$ cat config.mk
export PLATFORM = sky130hd
export DESIGN_NAME = ebu_ctrl
export DESIGN_NICKNAME = d
export VERILOG_FILES = /design/src/core/ebu_pkg.sv /design/src/core/ebu_ctrl.sv
export SDC_FILE = /design/constraint.sdc
export NUM_CORES = 1
export LEC_CHECK = 0
export BUFFER_PORTS_ARGS = -buffer_cell sky130_fd_sc_hd__buf_2
export CORE_MARGIN = 5
export CORE_UTILIZATION = 40
export CTS_CLUSTER_DIAMETER = 100
export DETAILED_ROUTE_END_ITERATION = 6
export PLACE_DENSITY = 0.71
export REMOVE_ABC_BUFFERS = 1
export SYNTH_ARGS = -nofsm -noshare
export SYNTH_HDL_FRONTEND = slang
export SYNTH_SLANG_ARGS = --single-unit
$ cat constraint.sdc
create_clock -name ref_clk -period 5.9 [get_ports ref_clk]
set_input_delay 0 -clock ref_clk [delete_from_list [all_inputs] [get_ports ref_clk]]
set_output_delay 0 -clock ref_clk [all_outputs]
set_load 0.01 [all_outputs]
$ cat src/core/ebu_pkg.sv
// package for the external bus unit: register map, reset values, state and carrier types
// assumes a 32-bit APB slave with byte addresses formed as index * 4
package ebu_pkg;
	// register indices (printed offsets are not word aligned)
	localparam logic [19:0] IDX_BUS_RELEASE_CONTROL = 20'hEE013;
	localparam logic [19:0] IDX_ADDRESS_CONTROL = 20'hEE01E;
	localparam logic [19:0] IDX_AREA_SELECT_CONTROL = 20'hEE01F;
	localparam logic [19:0] IDX_AREA_WIDTH_CONTROL = 20'hEE020;
	localparam logic [19:0] IDX_ACCESS_STATE_CONTROL = 20'hEE021;
	localparam logic [19:0] IDX_WAIT_CONTROL_HIGH = 20'hEE022;
	localparam logic [19:0] IDX_WAIT_CONTROL_LOW = 20'hEE023;
	localparam logic [19:0] IDX_BUS_CONTROL = 20'hEE024;
	localparam logic [19:0] IDX_STATUS = 20'hEE025;
	localparam int ADDR_W = 22;
	localparam logic [7:0] RST_BUS_RELEASE = 8'hFE;
	localparam logic [7:0] RST_BUS_RELEASE_M34 = 8'hEE;
	localparam logic [7:0] RST_ADDRESS_CONTROL = 8'hFF;
	localparam logic [7:0] RST_AREA_SELECT = 8'h0F;
	localparam logic [7:0] RST_WIDTH_8BIT = 8'hFF;
	localparam logic [7:0] RST_WIDTH_16BIT = 8'h00;
	localparam logic [7:0] RST_ACCESS_STATE = 8'hFF;
	localparam logic [7:0] RST_WAIT = 8'hFF;
	localparam logic [7:0] RST_BUS_CONTROL = 8'hC6;
	// area field position in the address for each space size
	localparam int AREA_LSB_1M = 17;
	localparam int AREA_LSB_16M = 21;
	// bus control bits steering idle insertion
	localparam int BCTL_IDLE_AREA = 7;
	localparam int BCTL_IDLE_RW = 6;
	// bus release control bit enabling external master
	localparam int BREL_ENABLE = 0;
	localparam logic [1:0] STATES_SHORT = 2'h2;
	localparam logic [1:0] STATES_LONG = 2'h3;
	localparam logic [1:0] STATES_ONCHIP = 2'h2;

	typedef enum logic [5:0] {
		ST_IDLE = 6'h01,
		ST_T1 = 6'h02,
		ST_T2 = 6'h04,
		ST_TW = 6'h08,
		ST_T3 = 6'h10,
		ST_GAP = 6'h20
	} ebu_state_t;

	typedef struct packed {
		logic req;
		logic wr;
		logic ext;
		logic [23:0] addr;
		logic [1:0] be;
		logic [15:0] wdata;
	} ebu_cpu_req_t;

	typedef struct packed {
		logic [7:0] area_select_n;
		logic addr_valid_strobe_n;
		logic read_n;
		logic upper_byte_write_n;
		logic lower_byte_write_n;
		logic [23:0] addr;
		logic [15:0] dout;
		logic [15:0] doe;
	} ebu_pins_t;

	typedef struct packed {
		ebu_state_t st;
		logic [7:0] brel;
		logic [7:0] adr;
		logic [7:0] asel;
		logic [7:0] width;
		logic [7:0] astate;
		logic [7:0] wait_h;
		logic [7:0] wait_l;
		logic [7:0] bctl;
		logic [2:0] area;
		logic last_valid;
		logic [2:0] last_area;
		logic last_rd;
		logic cur_wr;
		logic cur_8bit;
		logic cur_long;
		logic [1:0] wcnt;
		logic [1:0] icnt;
		logic done;
		logic [15:0] rdata;
		logic granted;
		logic [31:0] prdata;
		ebu_pins_t pins;
	} ebu_state_vec_t;
endpackage : ebu_pkg

$ cat src/core/ebu_ctrl.sv
// external bus unit: area decode, strobes, wait states, idle cycles, bus release
// assumes synchronous inputs on ref_clk, APB register access, cpu holds req until done
//
// The APB slave port was chosen for this implementation.
`timescale 1ns/1ps
module ebu_ctrl (
	// clock and reset
	input wire logic ref_clk,
	input wire logic rst,
	// mode pins
	input wire logic [2:0] mode,
	input wire logic hw_standby,
	// apb slave
	input wire logic psel,
	input wire logic penable,
	input wire logic pwrite,
	input wire logic [31:0] paddr,
	input wire logic [31:0] pwdata,
	output logic [31:0] prdata,
	output logic pready,
	output logic pslverr,
	// cpu request
	input wire ebu_pkg::ebu_cpu_req_t cpu_req,
	output logic cpu_done,
	output logic [15:0] cpu_rdata,
	output logic cpu_bus_granted,
	// external pins
	output ebu_pkg::ebu_pins_t pins,
	input wire logic [15:0] data_in,
	input wire logic wait_req_n,
	input wire logic ext_master_request_n,
	output logic bus_ack_n,
	output logic byte_bus_mode
);
	ebu_pkg::ebu_state_vec_t s_reg;
	ebu_pkg::ebu_state_vec_t s_next;
	logic [19:0] idx;
	logic apb_hit;
	logic apb_wr;
	logic [7:0] reg_rd;
	logic [2:0] dec_area;
	logic [1:0] wfield;
	logic need_idle;
	logic mode_16m;
	logic mode_single;
	logic [7:0] width_rst;
	logic [7:0] brel_rst;
	logic ext_req;
	logic init;

	assign idx = paddr[21:2];
	assign apb_wr = psel && penable && pwrite;
	assign mode_16m = (mode == 3'h3) || (mode == 3'h4) || (mode == 3'h5);
	assign mode_single = (mode == 3'h6) || (mode == 3'h7);
	assign init = rst || hw_standby;
	assign ext_req = !ext_master_request_n && s_reg.brel[ebu_pkg::BREL_ENABLE];

	// area is the field just above the per-area offset
	always_comb begin
		if (mode_16m) begin
			dec_area = cpu_req.addr[ebu_pkg::AREA_LSB_16M +: 3];
		end else begin
			dec_area = {1'b0, cpu_req.addr[ebu_pkg::AREA_LSB_1M +: 2]} |
				{cpu_req.addr[ebu_pkg::AREA_LSB_1M + 2], 2'h0};
		end
	end

	always_comb begin
		if (dec_area[2]) begin
			wfield = s_reg.wait_h[{dec_area[1:0], 1'b0} +: 2];
		end else begin
			wfield = s_reg.wait_l[{dec_area[1:0], 1'b0} +: 2];
		end
	end

	// idle after a read, before a read to another area or before a write
	assign need_idle = s_reg.last_valid && s_reg.last_rd &&
		((!cpu_req.wr && dec_area != s_reg.last_area && s_reg.bctl[ebu_pkg::BCTL_IDLE_AREA]) ||
		(cpu_req.wr && s_reg.bctl[ebu_pkg::BCTL_IDLE_RW]));

	always_comb begin
		unique case (idx)
			ebu_pkg::IDX_BUS_RELEASE_CONTROL: reg_rd = s_reg.brel;
			ebu_pkg::IDX_ADDRESS_CONTROL: reg_rd = s_reg.adr;
			ebu_pkg::IDX_AREA_SELECT_CONTROL: reg_rd = s_reg.asel;
			ebu_pkg::IDX_AREA_WIDTH_CONTROL: reg_rd = s_reg.width;
			ebu_pkg::IDX_ACCESS_STATE_CONTROL: reg_rd = s_reg.astate;
			ebu_pkg::IDX_WAIT_CONTROL_HIGH: reg_rd = s_reg.wait_h;
			ebu_pkg::IDX_WAIT_CONTROL_LOW: reg_rd = s_reg.wait_l;
			ebu_pkg::IDX_BUS_CONTROL: reg_rd = s_reg.bctl;
			ebu_pkg::IDX_STATUS: reg_rd = {3'h0, s_reg.granted, s_reg.st != ebu_pkg::ST_IDLE,
				s_reg.area};
			default: reg_rd = 8'h00;
		endcase
		apb_hit = (idx >= ebu_pkg::IDX_BUS_RELEASE_CONTROL && idx <= ebu_pkg::IDX_STATUS) &&
			(idx == ebu_pkg::IDX_BUS_RELEASE_CONTROL || idx >= ebu_pkg::IDX_ADDRESS_CONTROL);
	end

	always_comb begin
		width_rst = (mode == 3'h2 || mode == 3'h4) ? ebu_pkg::RST_WIDTH_16BIT :
			ebu_pkg::RST_WIDTH_8BIT;
		brel_rst = (mode == 3'h3 || mode == 3'h4) ? ebu_pkg::RST_BUS_RELEASE_M34 :
			ebu_pkg::RST_BUS_RELEASE;
	end

	always_comb begin
		s_next = s_reg;
		s_next.done = 1'b0;
		s_next.prdata = {24'h0, reg_rd};
		// registers
		if (apb_wr && apb_hit) begin
			unique case (idx)
				ebu_pkg::IDX_BUS_RELEASE_CONTROL: s_next.brel = pwdata[7:0];
				ebu_pkg::IDX_ADDRESS_CONTROL: s_next.adr = pwdata[7:0];
				ebu_pkg::IDX_AREA_SELECT_CONTROL: s_next.asel = pwdata[7:0];
				ebu_pkg::IDX_AREA_WIDTH_CONTROL: s_next.width = pwdata[7:0];
				ebu_pkg::IDX_ACCESS_STATE_CONTROL: s_next.astate = pwdata[7:0];
				ebu_pkg::IDX_WAIT_CONTROL_HIGH: s_next.wait_h = pwdata[7:0];
				ebu_pkg::IDX_WAIT_CONTROL_LOW: s_next.wait_l = pwdata[7:0];
				ebu_pkg::IDX_BUS_CONTROL: s_next.bctl = pwdata[7:0];
				default: s_next.bctl = s_reg.bctl;
			endcase
		end
		unique case (s_reg.st)
			ebu_pkg::ST_IDLE: begin
				s_next.pins.area_select_n = 8'hFF;
				s_next.pins.addr_valid_strobe_n = 1'b1;
				s_next.pins.read_n = 1'b1;
				s_next.pins.upper_byte_write_n = 1'b1;
				s_next.pins.lower_byte_write_n = 1'b1;
				s_next.pins.doe = 16'h0000;
				if (ext_req && !s_reg.granted) begin
					s_next.granted = 1'b1;
				end else if (ext_master_request_n && s_reg.granted) begin
					s_next.granted = 1'b0;
				end else if (cpu_req.req && !s_reg.granted && !s_reg.done) begin
					s_next.area = dec_area;
					s_next.cur_wr = cpu_req.wr;
					s_next.pins.addr = cpu_req.addr;
					if (!cpu_req.ext) begin
						// on-chip: fixed state count, no width or wait applied
						s_next.cur_8bit = 1'b0;
						s_next.cur_long = 1'b0;
						s_next.wcnt = 2'h0;
					end else begin
						s_next.cur_8bit = s_reg.width[dec_area] && !mode_single;
						s_next.cur_long = s_reg.astate[dec_area];
						s_next.wcnt = s_reg.astate[dec_area] ? wfield : 2'h0;
					end
					s_next.last_valid = cpu_req.ext;
					s_next.last_area = dec_area;
					s_next.last_rd = !cpu_req.wr;
					s_next.st = (cpu_req.ext && need_idle) ? ebu_pkg::ST_GAP : ebu_pkg::ST_T1;
				end
			end
			ebu_pkg::ST_GAP: begin
				s_next.st = ebu_pkg::ST_T1;
			end
			ebu_pkg::ST_T1: begin
				if (cpu_req.ext) begin
					s_next.pins.area_select_n = ~(8'h01 << s_reg.area);
					s_next.pins.addr_valid_strobe_n = 1'b0;
					s_next.pins.read_n = s_reg.cur_wr;
					if (s_reg.cur_wr) begin
						s_next.pins.dout = s_reg.cur_8bit ?
							(cpu_req.be[1] ? cpu_req.wdata : {cpu_req.wdata[7:0], 8'h00}) :
							cpu_req.wdata;
						s_next.pins.doe = s_reg.cur_8bit ? 16'hFF00 : 16'hFFFF;
						s_next.pins.upper_byte_write_n = !(cpu_req.be[1] || s_reg.cur_8bit);
						s_next.pins.lower_byte_write_n = !(cpu_req.be[0] && !s_reg.cur_8bit);
					end
				end
				s_next.st = s_reg.cur_long ? ebu_pkg::ST_T2 : ebu_pkg::ST_T3;
			end
			ebu_pkg::ST_T2: begin
				if (s_reg.wcnt != 2'h0) begin
					s_next.st = ebu_pkg::ST_TW;
				end else if (!wait_req_n && cpu_req.ext) begin
					s_next.st = ebu_pkg::ST_TW;
				end else begin
					s_next.st = ebu_pkg::ST_T3;
				end
			end
			ebu_pkg::ST_TW: begin
				if (s_reg.wcnt != 2'h0) begin
					s_next.wcnt = s_reg.wcnt - 2'h1;
				end
				if (s_reg.wcnt <= 2'h1 && (wait_req_n || !cpu_req.ext)) begin
					s_next.st = ebu_pkg::ST_T3;
				end
			end
			ebu_pkg::ST_T3: begin
				// sample read data at the last state, 8-bit areas use the upper lane
				s_next.rdata = s_reg.cur_8bit ? {8'h00, data_in[15:8]} : data_in;
				s_next.done = 1'b1;
				s_next.pins.area_select_n = 8'hFF;
				s_next.pins.addr_valid_strobe_n = 1'b1;
				s_next.pins.read_n = 1'b1;
				s_next.pins.upper_byte_write_n = 1'b1;
				s_next.pins.lower_byte_write_n = 1'b1;
				s_next.st = ebu_pkg::ST_IDLE;
			end
			default: s_next.st = ebu_pkg::ST_IDLE;
		endcase
		// reset and hardware standby both initialise; software standby is not an input
		if (init) begin
			s_next = '0;
			s_next.st = ebu_pkg::ST_IDLE;
			s_next.brel = brel_rst;
			s_next.adr = ebu_pkg::RST_ADDRESS_CONTROL;
			s_next.asel = ebu_pkg::RST_AREA_SELECT;
			s_next.width = width_rst;
			s_next.astate = ebu_pkg::RST_ACCESS_STATE;
			s_next.wait_h = ebu_pkg::RST_WAIT;
			s_next.wait_l = ebu_pkg::RST_WAIT;
			s_next.bctl = ebu_pkg::RST_BUS_CONTROL;
			s_next.pins.area_select_n = 8'hFF;
			s_next.pins.addr_valid_strobe_n = 1'b1;
			s_next.pins.read_n = 1'b1;
			s_next.pins.upper_byte_write_n = 1'b1;
			s_next.pins.lower_byte_write_n = 1'b1;
		end
	end

	always_ff @(posedge ref_clk) begin
		s_reg <= s_next;
	end

	assign prdata = s_reg.prdata;
	assign pready = psel && penable;
	assign pslverr = psel && penable && !apb_hit;
	assign pins = s_reg.pins;
	assign cpu_done = s_reg.done;
	assign cpu_rdata = s_reg.rdata;
	assign cpu_bus_granted = !s_reg.granted;
	assign bus_ack_n = !s_reg.granted;
	assign byte_bus_mode = (s_reg.width == 8'hFF);

	AST_SELECT_ONEHOT: assert property (@(posedge ref_clk) disable iff (rst)
		$countones(~pins.area_select_n) <= 1) else $error("two area selects low");
	AST_SELECT_IDLE: assert property (@(posedge ref_clk) disable iff (rst)
		s_reg.st == ebu_pkg::ST_IDLE |-> pins.area_select_n == 8'hFF)
		else $error("area select low while idle");
	AST_STROBE_WITH_SELECT: assert property (@(posedge ref_clk) disable iff (rst)
		(pins.area_select_n != 8'hFF) |-> !pins.addr_valid_strobe_n)
		else $error("select without address strobe");
	AST_READ_ONLY_READS: assert property (@(posedge ref_clk) disable iff (rst)
		!pins.read_n |-> pins.upper_byte_write_n && pins.lower_byte_write_n)
		else $error("read and write strobes together");
	AST_LOW_LANE_16: assert property (@(posedge ref_clk) disable iff (rst)
		!pins.lower_byte_write_n |-> !s_reg.cur_8bit)
		else $error("low write on 8-bit area");
	AST_SHORT_NO_WAIT: assert property (@(posedge ref_clk) disable iff (rst)
		s_reg.st == ebu_pkg::ST_T1 && !s_reg.cur_long |=> s_reg.st == ebu_pkg::ST_T3)
		else $error("two-state access stretched");
	AST_WAIT_COUNT: assert property (@(posedge ref_clk) disable iff (rst)
		s_reg.st == ebu_pkg::ST_T2 && s_reg.wcnt == 2'h3 |=>
		s_reg.st == ebu_pkg::ST_TW [*3]) else $error("three waits not inserted");
	AST_ACK_RELEASED: assert property (@(posedge ref_clk) disable iff (rst)
		!bus_ack_n |-> s_reg.st == ebu_pkg::ST_IDLE && pins.doe == 16'h0000)
		else $error("ack while bus driven");
	// in byte bus mode, outside modes 6 and 7, an external write may only use the upper lane
	AST_BYTE_MODE: assert property (@(posedge ref_clk) disable iff (rst)
		byte_bus_mode && !mode_single && !pins.upper_byte_write_n |->
		pins.lower_byte_write_n && pins.doe[7:0] == 8'h00)
		else $error("lower lane used in byte bus mode");
	AST_RESET_VALUES: assert property (@(posedge ref_clk)
		$past(rst) |-> s_reg.astate == 8'hFF && s_reg.wait_h == 8'hFF && s_reg.wait_l == 8'hFF)
		else $error("reset values wrong");
	AST_IDLE_GAP: assert property (@(posedge ref_clk) disable iff (rst)
		s_reg.st == ebu_pkg::ST_GAP |-> pins.area_select_n == 8'hFF)
		else $error("select during idle cycle");

	COV_READ: cover property (@(posedge ref_clk) !pins.read_n);
	COV_WRITE16: cover property (@(posedge ref_clk) !pins.lower_byte_write_n);
	COV_GAP: cover property (@(posedge ref_clk) s_reg.st == ebu_pkg::ST_GAP);
	COV_RELEASE: cover property (@(posedge ref_clk) !bus_ack_n);
endmodule : ebu_ctrl

# Yosys cells after proc, flatten, opt, wreduce, memory -nomap -nowiden
# Index checks and enable logic that the tools add are counted.
[totals] reg_bits=198 latchBits=0 mem_bits_rw=0 rom_bits=0 out_inout_bits=122 word_cells=194 memories=0
[op_classes] n_addsub=1 mul=0 div=0 n_lt_le_gt_ge=5 eq_ne=31 shift=3 muxes=55 bitwise=4 reduce_logical=66
[ops] operator="197-bit two-way mux" n=1
[ops] operator="20-bit equality test (second input constant)" n=9
[ops] operator="24-bit two-way mux" n=4
[ops] operator="8-bit two-way mux" n=10
[ops] operator="8-bit case mux with 9 select lines" n=1
[ops] operator="16-bit two-way mux" n=4
[ops] operator="32-bit two-way mux" n=2
[ops] operator="64-bit two-way mux" n=1
[ops] operator="20-bit greater-or-equal comparator (second input constant)" n=2
[ops] operator="13-bit two-way mux" n=3
[ops] operator="16-bit case mux with 2 select lines" n=1
[ops] operator="6-bit two-way mux" n=5
[ops] operator="6-bit case mux with 5 select lines" n=1
[ops] operator="12-bit case mux with 2 select lines" n=1
[ops] operator="1-bit logical AND" n=21
[ops] operator="20-bit less-or-equal comparator (second input constant)" n=1
[ops] operator="5-bit two-way mux" n=4
[ops] operator="2-bit AND reduction" n=10
[ops] operator="17-bit two-way mux" n=1
[ops] operator="2-bit nonzero test" n=8
[ops] operator="8-bit by 4-bit indexed part select with 2-bit output" n=2
[ops] operator="2-bit inequality test (second input constant)" n=7
[ops] operator="3-bit equality test (second input constant)" n=4
[ops] operator="12-bit two-way mux" n=1
[ops] operator="other kinds (30)" n=61

# Longest topological paths before layout
# Gate-level depths: netlist (run 1).
[depth] word_depth=15 ltp_mapped=9 mapped_depth_nobuf=8

# Worst setup path before layout (run 1)
# OpenSTA, ideal clock, no wires.
[synth_timing] path_type="input port to flip-flop" startpoint="in paddr[9]" endpoint="reg s_reg[189] (netlist bit) (enable)" setup_ns=0.326 arrival_ns=1.789 path_slack_ns=3.785 stages=7 path_cell_list="nor4_1 > nand2_1 > or3_1 > nor2_1 > o32ai_1 > nor2_2 > a21o_1"
[synth_between] elab_chain_len=6 elab_cells_between_ends=11
[synth_rtl] item="start, declared" line="ebu_ctrl.sv:17" rtl="input wire logic [31:0] paddr,"
[synth_rtl] item="20-bit greater-or-equal comparator (tied with other cells)" line="ebu_ctrl.sv:95" rtl="apb_hit = (idx >= ebu_pkg::IDX_BUS_RELEASE_CONTROL && idx <= ebu_pkg::IDX_STATUS) &&"
[synth_rtl] item="1-bit logical AND / 1-bit logical OR (equally long branches)" line="ebu_ctrl.sv:95, ebu_ctrl.sv:96"
[synth_rtl] item="1-bit logical AND" line="ebu_ctrl.sv:95"
[synth_rtl] item="1-bit logical AND" line="ebu_ctrl.sv:111" rtl="if (apb_wr && apb_hit) begin"
[synth_rtl] item="2-bit nonzero test (no line)"
[synth_rtl] item="2-bit AND reduction (no line) (*)"
[synth_rtl] item="end signal, assigned" line="ebu_ctrl.sv:226" rtl="s_reg <= s_next;"
[synth_rtl] item="end, declared" line="ebu_ctrl.sv:35" rtl="ebu_pkg::ebu_state_vec_t s_reg;"
# Mark *: on every way between the ends. The rest lies on a longest branch, timed or not.
# A chain may end at the register's enable or synchronous reset.

# Worst setup path in the final report (run 1)
[layout_timing] startpoint="reg s_reg[189] (netlist bit)" endpoint="reg s_reg[120] (netlist bit)"
[layout_between] elab_chain_len=4
[layout_rtl] item="1-bit logical AND" line="ebu_ctrl.sv:56" rtl="assign ext_req = !ext_master_request_n && s_reg.brel[ebu_pkg::BREL_ENABLE];"
[layout_rtl] item="1-bit logical AND" line="ebu_ctrl.sv:132" rtl="if (ext_req && !s_reg.granted) begin"
[layout_rtl] item="2-bit inequality test (no line)"
[layout_rtl] item="5-bit AND reduction (no line)"
# No other way between the ends.

==> results.py, run 1 <==
metrics = {
    "status": {
        "outcome": "complete, but fails checks",
        "violations": "design-rule violations",
    },
    "yosys": {
        "dominantRegCellSynth": "dfxtp_1",
        "synth_fa_ha_area_share_pct": 0.309,
        "synthDominantCellAreaShare_pct": 35.6,
        "yosys_warnings": 0,
        "synth_top_area_cell": "dfxtp_1",
        "synth-edff-count": 16,
        "syn_area_per_cell_um2": 8.35,
        "yosys.area_share.simple_pct": 22.1,
        "number_of_distinct_library_cells_after_synthesis": 65,
        "synth.mux.area_fraction_pct": 6.57,
        "top_cells_by_area_synth": "dfxtp_1, buf_4, nand2_1, edfxtp_1, mux2i_1",
        "top_cell_types_by_occurrence_after_synthesis": "nand2_1, dfxtp_1, buf_4",
        "postSynthRegisterBits": 160,
        "post_synthesis_share_of_cell_area_spent_on_xor_and_xnor_gates_pct": 0.648,
        "mappedNetlistArea_mm2": 0.00811,
        "ys_seq_area_share_pct": 41.5,
        "syn_inst": 971,
        "synth_async_sr_flop_share_pct": 0,
        "synth_top_family_by_area": "simple AND/OR/NAND/NOR gates",
        "yosysMostFrequentCell": "nand2_1",
        "synth-compound-area-share_pct": 14.9,
    },
    "setup_path": {
        "worst_ep_required_time_ns": 6.18,
        "worst_r2r_endpoint": "s_reg[120]",
        "worstSetupEndpointType": "flop",
        "crit_arrival_ns": 3.21,
        "rr_startpoint": "s_reg[189]",
        "ff2ff_path_depth": 7,
        "critical_path.max_fanout": 30,
        "ff2ff_setup_slack_ns": 2.97,
        "crit_path_top_delay_cell": "and2_1",
        "critPathLaunchType": "flop",
        "cp_cell_instances": "nor2b_1 > nor4b_1 > and2_1 > nor2_1 > a21o_1 > nand2_1 > o41ai_2",
        "timing.setup.critical_path_class": "reg -> reg",
        "slowest_delay_ns": 0.96,
    },
    "timing": {
        "fmax_mhz": 341,
        "layout_worst_path_cycle_share_pct": 49.7,
        "max-slew-margin-rel_pct": 25.6,
        "worstMarginPinSlew_ns": 1.12,
        "timing.final.setup_violations": 0,
        "fin_crit_ns": 2.93,
        "fin_setup_tns_ns": 0,
        "timing_max_transition_violations_final": 0,
        "skew_ns": 0.0107,
        "finalHoldViolations": 0,
        "rsz0062_at_grt": "false",
        "worst_hold_slack_ns": 0.0299,
    },
    "run": {
        "drv_cap": 0,
    },
    "route": {
        "wl_met1_um": 9800,
        "wl_met3_um": 1550,
        "wl_per_cell_um": 16.5,
        "drc": 2,
        "route.detailed.vias_per_inst": 5.21,
        "vias": 7276,
        "routed_wl_um": 23000,
        "detail_route.first_pass.iterations": 7,
        "route.antenna.remaining_nets": 0,
        "drt_first_iter_violations": 551,
        "maxUsedRoutingLayer": "met4",
        "wl_met2_um": 10900,
    },
    "clocking": {
        "clock_tree.root_cell": "clkbuf_16",
        "cts_max_level": 4,
        "clk_pin_slew_ns": 0.07,
        "tritoncts": "yes",
        "clock_sinks": 160,
        "numCtsBuffers": 17,
        "clkLatencyLatePin_ns": 0.42,
        "clock_tree.buffer_depth": 2,
    },
    "finish": {
        "syn_to_final_growth_pct": 21.1,
        "final_layout_size_suffix_gt1_share_pct": 22.8,
        "fill_cells": 1857,
        "diodes": 0,
        "nNetsFinal": 1252,
        "largest_reg_flops": 81,
    },
    "worst_hold_path": {
        "min_to": "s_reg[123]",
        "worst_hold_path_type": "in -> reg",
        "min_path_cells": 4,
        "hp-start": "mode[1]",
    },
    "power": {
        "leakagePower_uw": 0.00408,
        "powerDensity_mw_per_mm2": 263,
        "vdd.ir_drop.worst_mv": 0.174,
    },
    "global_routing": {
        "grt_overflow": 0,
        "grt_antenna_before_repair": 0,
        "maximum_number_of_pins_on_one_net_before_global_route_repair": 61,
        "global_route.usage.total_pct": 19.4,
        "via_count_of_the_first_global_routing_pass": 6846,
        "wire_length_of_the_first_global_routing_pass_um": 36900,
    },
    "place": {
        "sum_of_net_half_perimeters_after_detailed_placement_um": 15800,
        "final_replace_weighted_congestion": 0.891,
        "io_buffers": 197,
    },
    "die": {
        "rows": 52,
        "floorplan.die_area_mm2": 0.0232,
        "core_area_mm2": 0.0201,
        "boundaryPins": 258,
        "die_height_um": 152,
        "start_util_pct": 40.3,
        "die_x_um": 152,
    },
}
==> layout make-up <==
class                           count  area (µm²)  share of cell area (%)
Multi-Input combinational cell    653        3710                    37.8
Sequential cell                   160        3360                    34.3
Timing Repair Buffer              274        1740                    17.7
Clock buffer                       18         429                    4.37
Tap cell                          270         338                    3.44
Clock inverter                     14         203                    2.06
Inverter                            8        30.0                   0.306
==> worst max-delay path: cells and delay by family (launching register included) <==
| kind | cells | cell delay (ns) |
|---|---|---|
| flip-flops | 1 | 0.48 |
| AND/OR/NAND/NOR | 5 | 1.99 |
| AO/OA/AOI/OAI | 2 | 0.31 |
==> metrics by stage <==
stage | instances | cell area [µm²] | util, % | power (µW) | setup WS, ns
after floorplan | 821 | 7090 | - | 1290 | 3.19
after global placement | 1294 | 8480 | 42.2 | 1390 | 2.99
after detailed placement | 1294 | 8480 | 42.2 | 1390 | 2.96
after CTS | 1397 | 9820 | 48.8 | 2610 | 2.94
after global routing | 1397 | 9820 | 48.8 | 2680 | 2.63
final | 1397 | 9820 | 48.8 | 2580 | 2.97
==> cell usage in the layout (no fill, tap or decap), types with 22 or more instances in the layout <==
cell           instances
a211oi_1              22
a21oi_1               74
buf_2                197
conb_1                24
dfxtp_1              144
dlygate4sd3_1         71
mux2i_1               42
nand2_1              188
nand3_1               64
nor2_1                54
o21ai_0               24
==> per-layer routing <==
metal | GRT usage [%] | up-vias
met4 | 7.53 | 0
met2 | 31.4 | 310
met1 | 25.2 | 3380
met5 | 0 | -
li1 | - | 3541
met3 | 4.54 | 45
==> kinds of logic after synthesis <==
group / count (synthesis)
AO/OA/AOI/OAI: 184
XOR/XNOR: 6
flip-flops: 160
adder cells (fa/ha/maj): 2
multiplexers: 49
other: 1
AND/OR/NAND/NOR: 388
buffers and inverters: 181
==> worst max path at each step <==
| stage | from | to | slack [ns] |
|---|---|---|---|
| finish | s_reg[189] | s_reg[120] | 2.97 |
| global route | s_reg[189] | s_reg[120] | 2.63 |
| CTS | s_reg[189] | s_reg[120] | 2.94 |
| global placement | s_reg[189] | s_reg[120] | 2.99 |
| floorplan | rst | prdata[0] | 3.19 |
| detailed placement | s_reg[189] | s_reg[120] | 2.96 |
==> report_power, final <==
group | internal (µW) | switching [µW]
Sequential | 1120 | 14.7
Combinational | 116 | 155
Clock | 717 | 459
==> repair_timing <==
item | in CTS | in global routing
hold buffers | 71 | 0
setup buffers | 0 | 0
gates resized for setup | 0 | 0
hold endpoints to repair | 120 | 0
No activity file was read; power rests on OpenSTA's default activity.
==> run 2, diff against run 1 <==
==> constraint.sdc (replaced) <==
create_clock -name ref_clk -period 2.8 [get_ports ref_clk]
set_input_delay 0 -clock ref_clk [delete_from_list [all_inputs] [get_ports ref_clk]]
set_output_delay 0 -clock ref_clk [all_outputs]
set_load 0.01 [all_outputs]
==> run 2 against run 1 <==
Against the previous run:
- the run still ends with design-rule violations left
- cell count increased by 1.0%
- clock power increased by 88%
- register-to-register slack got worse by 2.4 ns
- clock-buffer cell count unchanged
- critical endpoint unchanged
- power increased by 100%
- cell area increased by 0.45%
- critical path depth increased by 2
- clock skew decreased by 0.0016 ns
- worst hold slack got worse by 0.025 ns
- sequential share of layout area decreased by 0.15 points
==> results.py, run 2 (synthesis gave the netlist of run 1 again) <==
metrics = {
    "finish": {
        "largest_reg_flops": 81,
        "mostFrequentLayoutCell": "buf_2",
        "syn_to_final_growth_pct": 21.6,
        "final_cell_mix": "buf_2, nand2_1, dfxtp_1, a21oi_1, dlygate4sd3_1",
        "diodes": 0,
        "final_layout_size_suffix_gt1_share_pct": 23.7,
        "nNetsFinal": 1266,
        "fill_cells": 1868,
    },
    "worst_hold_path": {
        "hp-start": "cpu_req[14]",
        "min_to": "pins[30]",
        "min_path_cells": 3,
        "worst_hold_path_type": "in -> reg",
    },
    "route": {
        "wl_met2_um": 11000,
        "drc": 2,
        "route.antenna.remaining_nets": 0,
        "wl_met1_um": 9780,
        "wl_met3_um": 1610,
        "drt_first_iter_violations": 739,
        "wl_per_cell_um": 16.4,
        "maxUsedRoutingLayer": "met4",
        "vias": 7338,
        "routed_wl_um": 23100,
        "detail_route.first_pass.iterations": 7,
        "route.detailed.vias_per_inst": 5.20,
    },
    "clocking": {
        "clock_sinks": 160,
        "cts_max_level": 4,
        "clk_pin_slew_ns": 0.07,
        "post-cts-setup-buffer-count": 0,
        "clock_tree.root_cell": "clkbuf_16",
        "clkLatencyLatePin_ns": 0.43,
        "tritoncts": "yes",
        "numCtsBuffers": 17,
        "clock_tree.buffer_depth": 2,
    },
    "global_routing": {
        "maximum_number_of_pins_on_one_net_before_global_route_repair": 42,
        "global_route.usage.total_pct": 19.4,
        "wire_length_of_the_first_global_routing_pass_um": 37000,
        "grt_overflow": 0,
        "grt_antenna_before_repair": 0,
        "via_count_of_the_first_global_routing_pass": 6880,
    },
    "timing": {
        "fmax_mhz": 424,
        "finalHoldViolations": 0,
        "fin_crit_ns": 2.36,
        "max-slew-margin-rel_pct": 40.2,
        "skew_ns": 0.00909,
        "timing_max_transition_violations_final": 0,
        "worstMarginPinSlew_ns": 0.888,
        "worst_hold_slack_ns": 0.00525,
        "rsz0062_at_grt": "false",
        "layout_worst_path_cycle_share_pct": 84.2,
        "fin_setup_tns_ns": 0,
        "timing.final.setup_violations": 0,
    },
    "setup_path": {
        "ff2ff_setup_slack_ns": 0.56,
        "worst_r2r_endpoint": "s_reg[198]",
        "crit_path_frequent_cell": "or2_1",
        "timing.setup.critical_path_class": "in -> reg",
        "crit_path_top_delay_cell": "dlygate4sd3_1",
        "ff2ff_path_depth": 8,
        "rr_startpoint": "s_reg[189]",
        "critPathLaunchType": "input port",
        "crit_arrival_ns": 2.68,
        "slowest_delay_ns": 0.55,
        "cp_cell_instances": "dlygate4sd3_1 > buf_2 > nand2b_1 > a21oi_1 > or2_1 > a2111oi_1 > a311o_1 > or2_1 > o41ai_2",
        "critical_path.max_fanout": 9,
        "path_buf_inv": 2,
        "worstSetupEndpointType": "flop",
        "worst_ep_required_time_ns": 3.13,
        "critical-path-top-delay-family": "compound AO/OA/AOI/OAI gates",
    },
    "place": {
        "sum_of_net_half_perimeters_after_detailed_placement_um": 16300,
        "final_replace_weighted_congestion": 0.882,
        "io_buffers": 197,
    },
    "power": {
        "fraction_of_power_consumed_by_the_clock_network_pct": 42.7,
        "cell_internal_pwr_uw": 3830,
        "total_switching_power_uw": 1370,
        "p_seq_share_pct": 46.1,
        "powerDensity_mw_per_mm2": 527,
        "leakagePower_uw": 0.00412,
        "power_frac_comb_pct": 11.2,
        "vdd.ir_drop.worst_mv": 0.386,
        "switching_share_pct": 26.3,
        "total_power_uw": 5190,
    },
    "run": {
        "drv_cap": 0,
    },
    "die": {
        "die_x_um": 152,
        "boundaryPins": 258,
        "start_util_pct": 40.3,
        "floorplan.die_area_mm2": 0.0232,
        "rows": 52,
        "core_area_mm2": 0.0201,
        "die_height_um": 152,
    },
    "status": {
        "outcome": "complete, but fails checks",
        "violations": "design-rule violations",
    },
}
-- run 2: cell types whose count changed in the layout (fill, tap and decap cells not counted), sizes merged --
cell         previous run  this run
inv                    14        16
buf                   203       215
dlygate4sd3            71        73
bufinv                  4         0
clkinvlp                2         1
clkinv                  2         5
-- run 2: worst register-to-register path, stage by stage, from the launching register on --
cell,delay (ns)
edfxtp_1,0.48
nor2b_1,0.18
nor4b_1,0.27
buf_4,0.19
nor2_1,0.05
a2111oi_0,0.39
o31a_1,0.21
nand2_1,0.10
o32ai_1,0.29
-- run 2: final cells by class --
type                    count  area (µm²)  share of cell area [%]
multi-input cells         653        3710                    37.7
flip-flops and latches    160        3360                    34.1
repair buffers            288        1850                    18.8
clock buffers              18         450                    4.57
well taps                 270         338                    3.43
clock inverters            14         115                    1.17
inverters                   8        30.0                   0.304
-- run 2: worst max path at each step --
| stage | end | start | cells after the start | slack [ns] |
|---|---|---|---|---|
| finish | s_reg[120] | mode[1] | 9 | 0.44 |
| global route | s_reg[120] | mode[1] | 9 | 0.26 |
| CTS | s_reg[120] | mode[1] | 9 | 0.45 |
| detailed placement | s_reg[172] | paddr[9] | 8 | 0.49 |
| global placement | s_reg[170] | paddr[9] | 8 | 0.51 |
| floorplan | prdata[0] | rst | 3 | 0.09 |
-- run 2: what timing repair did --
action	in CTS	in global routing
hold buffers	73	0
endpoints found under the hold margin	120	0
gates resized for setup	0	0
-- run 2: routing by layer --
| layer | global-route usage [%] | up-vias |
|---|---|---|
| li1 | - | 3572 |
| met4 | 6.93 | 0 |
| met2 | 32.0 | 313 |
| met3 | 4.97 | 49 |
| met5 | 0 | - |
| met1 | 24.5 | 3404 |
-- run 2: through the flow --
step                      instance area [µm²]  std cells  utilization (%)  worst slack, ns
after CTS                                9860       1411             49.1            0.453
final                                    9860       1411             49.1            0.443
after detailed placement                 8570       1306             42.6            0.487
after global placement                   8570       1306             42.6            0.508
after floorplan                          7090        821                -           0.0875
after global routing                     9860       1411             49.1            0.263
-- run 2: power groups by stage --
stage	clock network [µW]	logic, µW	registers, µW
final	2220	580	2390
after global placement	0	488	2440
after floorplan	0	267	2440
after global routing	2360	639	2400
after detailed placement	0	492	2440
after CTS	2270	575	2390
==> run 3, diff against run 2 <==
--- a/config.mk
+++ b/config.mk
@@ -5,6 +5,7 @@
 export SDC_FILE = /design/constraint.sdc
 export NUM_CORES = 1
 export LEC_CHECK = 0
+export ABC_AREA = 1
 export BUFFER_PORTS_ARGS = -buffer_cell sky130_fd_sc_hd__buf_2
 export CORE_MARGIN = 5
 export CORE_UTILIZATION = 40
==> constraint.sdc (replaced) <==
create_clock -name ref_clk -period 2.2 [get_ports ref_clk]
set_input_delay 0 -clock ref_clk [delete_from_list [all_inputs] [get_ports ref_clk]]
set_output_delay 0 -clock ref_clk [all_outputs]
set_load 0.01 [all_outputs]
==> run 3 against run 2 <==
Against the previous run:
- the run now ends clean
- clock skew grew 0.0011 ns
- first-iteration DRC count grew 0.95%
- via count grew 12%
- worst setup slack lost 0.17 ns
- register-to-register slack lost 0.29 ns
- flip-flop and latch count is the same
- critical path type is now reg -> reg
- critical endpoint is now pins[29]
- largest power group unchanged
==> results.py, run 3 <==
metrics = {
    "status": {
        "outcome": "finished clean",
    },
    "setup_path": {
        "crit_path_frequent_cell": "nor2_1",
        "timing.setup.critical_path_class": "reg -> reg",
        "critical_path.max_fanout": 25,
        "cp_cell_instances": "nor2_1 > nand3_1 > nor2_1 > nand2_2 > inv_1 > buf_4 > o21ai_0 > a31oi_1",
        "worst_ep_required_time_ns": 2.55,
        "slowest_delay_ns": 0.32,
        "path_buf_inv": 2,
        "critPathLaunchType": "flop",
        "worstSetupEndpointType": "flop",
        "crit_arrival_ns": 2.28,
        "crit_path_top_delay_cell": "dfxtp_1",
        "critical-path-top-delay-family": "simple AND/OR/NAND/NOR gates",
        "ff2ff_setup_slack_ns": 0.27,
    },
    "die": {
        "core_area_mm2": 0.0208,
        "rows": 53,
        "die_x_um": 155,
        "start_util_pct": 40.3,
        "die_height_um": 155,
        "boundaryPins": 258,
        "floorplan.die_area_mm2": 0.0240,
    },
    "clocking": {
        "cts_max_level": 4,
        "tritoncts": "yes",
        "clock_sinks": 160,
        "clk_pin_slew_ns": 0.07,
        "clock_tree.buffer_depth": 2,
        "clock_tree.root_cell": "clkbuf_16",
        "clkLatencyLatePin_ns": 0.42,
        "numCtsBuffers": 17,
        "post-cts-setup-buffer-count": 0,
    },
    "global_routing": {
        "grt_antenna_before_repair": 0,
        "maximum_number_of_pins_on_one_net_before_global_route_repair": 130,
        "wire_length_of_the_first_global_routing_pass_um": 39500,
        "global_route.usage.total_pct": 20.3,
        "via_count_of_the_first_global_routing_pass": 7761,
        "grt_overflow": 0,
    },
    "timing": {
        "worstMarginPinSlew_ns": 0.703,
        "fin_setup_tns_ns": 0,
        "skew_ns": 0.0102,
        "max-slew-margin-rel_pct": 52.8,
        "fin_crit_ns": 1.93,
        "layout_worst_path_cycle_share_pct": 87.6,
        "timing.final.setup_violations": 0,
        "worst_hold_slack_ns": 0.0368,
        "finalHoldViolations": 0,
        "timing.final.ws_setup_ns": 0.272,
        "rsz0062_at_grt": "false",
        "fmax_mhz": 519,
        "timing_max_transition_violations_final": 0,
    },
    "power": {
        "fraction_of_power_consumed_by_the_clock_network_pct": 42.7,
        "total_switching_power_uw": 1830,
        "switching_share_pct": 27.2,
        "leakagePower_uw": 0.00502,
        "vdd.ir_drop.worst_mv": 0.488,
        "p_seq_share_pct": 45.5,
        "cell_internal_pwr_uw": 4920,
        "powerDensity_mw_per_mm2": 660,
        "power_frac_comb_pct": 11.8,
    },
    "finish": {
        "register_area_mm2": 0.00336,
        "mostFrequentLayoutCell": "nand2_1",
        "final_cell_mix": "nand2_1, buf_2, dfxtp_1, nand3_1, nor2_1",
        "largest_reg_flops": 81,
        "nNetsFinal": 1484,
        "final_cell_count_no_fill": 1635,
        "multi_input_comb_area_mm2": 0.00363,
        "syn_to_final_growth_pct": 21.9,
        "final_layout_size_suffix_gt1_share_pct": 22.6,
        "fill_cells": 2028,
    },
    "yosys": {
        "top_cells_by_area_synth": "dfxtp_1, nand2_1, buf_4, nand3_1, edfxtp_1",
        "syn_inst": 1172,
        "yosys_warnings": 0,
        "mappedNetlistArea_mm2": 0.00839,
        "ys_seq_area_share_pct": 40.1,
        "number_of_distinct_library_cells_after_synthesis": 44,
        "synth-edff-count": 16,
        "synth_top_area_cell": "dfxtp_1",
        "postSynthRegisterBits": 160,
        "yosysMostFrequentCell": "nand2_1",
        "syn_area_per_cell_um2": 7.16,
        "synth_async_sr_flop_share_pct": 0,
        "top_cell_types_by_occurrence_after_synthesis": "nand2_1, dfxtp_1, nand3_1",
        "synthDominantCellAreaShare_pct": 34.3,
        "dominantRegCellSynth": "dfxtp_1",
    },
    "worst_hold_path": {
        "worst_hold_path_type": "in -> reg",
    },
    "route": {
        "detail_route.first_pass.iterations": 6,
        "route.detailed.vias_per_inst": 5.02,
        "drt_first_iter_violations": 746,
        "route.antenna.remaining_nets": 0,
        "vias": 8201,
        "drc": 0,
        "wl_per_cell_um": 15.3,
        "routed_wl_um": 25000,
    },
    "place": {
        "sum_of_net_half_perimeters_after_detailed_placement_um": 18000,
        "final_replace_weighted_congestion": 0.917,
        "numPlacedInstances": 1533,
        "placement.setup.worst_slack_ns": 0.209,
        "io_buffers": 197,
    },
    "run": {
        "drv_cap": 0,
    },
}
[run 3: cell count changes after synthesis, sizes merged, moves of 15 or more]
cell | previous run | this run
inv | 8 | 116
nand2 | 188 | 257
nand3 | 64 | 131
nor2 | 61 | 123
o21ai | 24 | 82
mux2i | 43 | 0
a21oi | 74 | 48
a211oi | 22 | 0
clkbuf | 50 | 30
a222oi | 15 | 0
[run 3: kinds of logic after synthesis]
| logic type | after synthesis | synth area share, % |
|---|---|---|
| buffers and inverters | 277 | 17.9 |
| other | 1 | 0.0447 |
| DFF | 160 | 40.1 |
| AOI/OAI and AO/OA | 180 | 11.9 |
| adders and majority gates | 2 | 0.298 |
| and+or+nand+nor | 552 | 29.8 |
[run 3: path summary, 6_finish.rpt]
path / to / cells past startpoint / startpoint
max: pins[29] / 8 / s_reg[202]
max reg2reg: pins[29] / 8 / s_reg[202]
min: s_reg[123] / 4 / mode[1]
min reg2reg: pins[59] / 2 / pins[59]
[run 3: power by group through the flow]
stage                     Combinational [µW]  Sequential, µW  Clock (µW)
after floorplan                          381            3140           0
after global placement                   683            3130           0
after detailed placement                 690            3140           0
after CTS                                789            3070        2950
after global routing                     890            3080        3060
final                                    796            3070        2880
[run 3: worst min-delay path, cell delays in order]
cell and delay [ns]:
buf_2 0.14, a21oi_1 0.11, nand3_1 0.11, a21oi_1 0.06
[run 3: layout make-up]
type | count | area share [%]
antenna | 1 | 0.0245
timing repair buffer | 289 | 18.2
tap | 275 | 3.36
sequential | 160 | 32.9
clock buffer | 19 | 4.54
inverter | 120 | 4.40
multi-input combinational | 758 | 35.5
clock inverter | 13 | 1.16
[run 3: through the flow]
stage,cell area [µm²],util (%),power (µW)
detailed placement,8950,43.0,3830
floorplan,7430,-,3520
global placement,8950,43.0,3820
CTS,10200,49.1,6800
global route,10200,49.1,7030
finish,10200,49.1,6750
[run 3: layer usage]
layer | share of wire, % | routed length (µm) | global-route usage [%] | vias up
li1 | - | - | - | 4046
met1 | 42 | 10500 | 26.3 | 3730
met2 | 47 | 11700 | 32.9 | 357
met3 | 7.7 | 1930 | 4.39 | 68
met4 | 3.5 | 868 | 8.33 | 0
met5 | 0 | 0 | 0 | -
[run 3: timing repair]
action / in CTS / in global routing
endpoints found under the hold margin: 92 / 0
hold buffers: 69 / 0
gates resized for setup: 0 / 1
endpoints found under the setup margin: 0 / 17
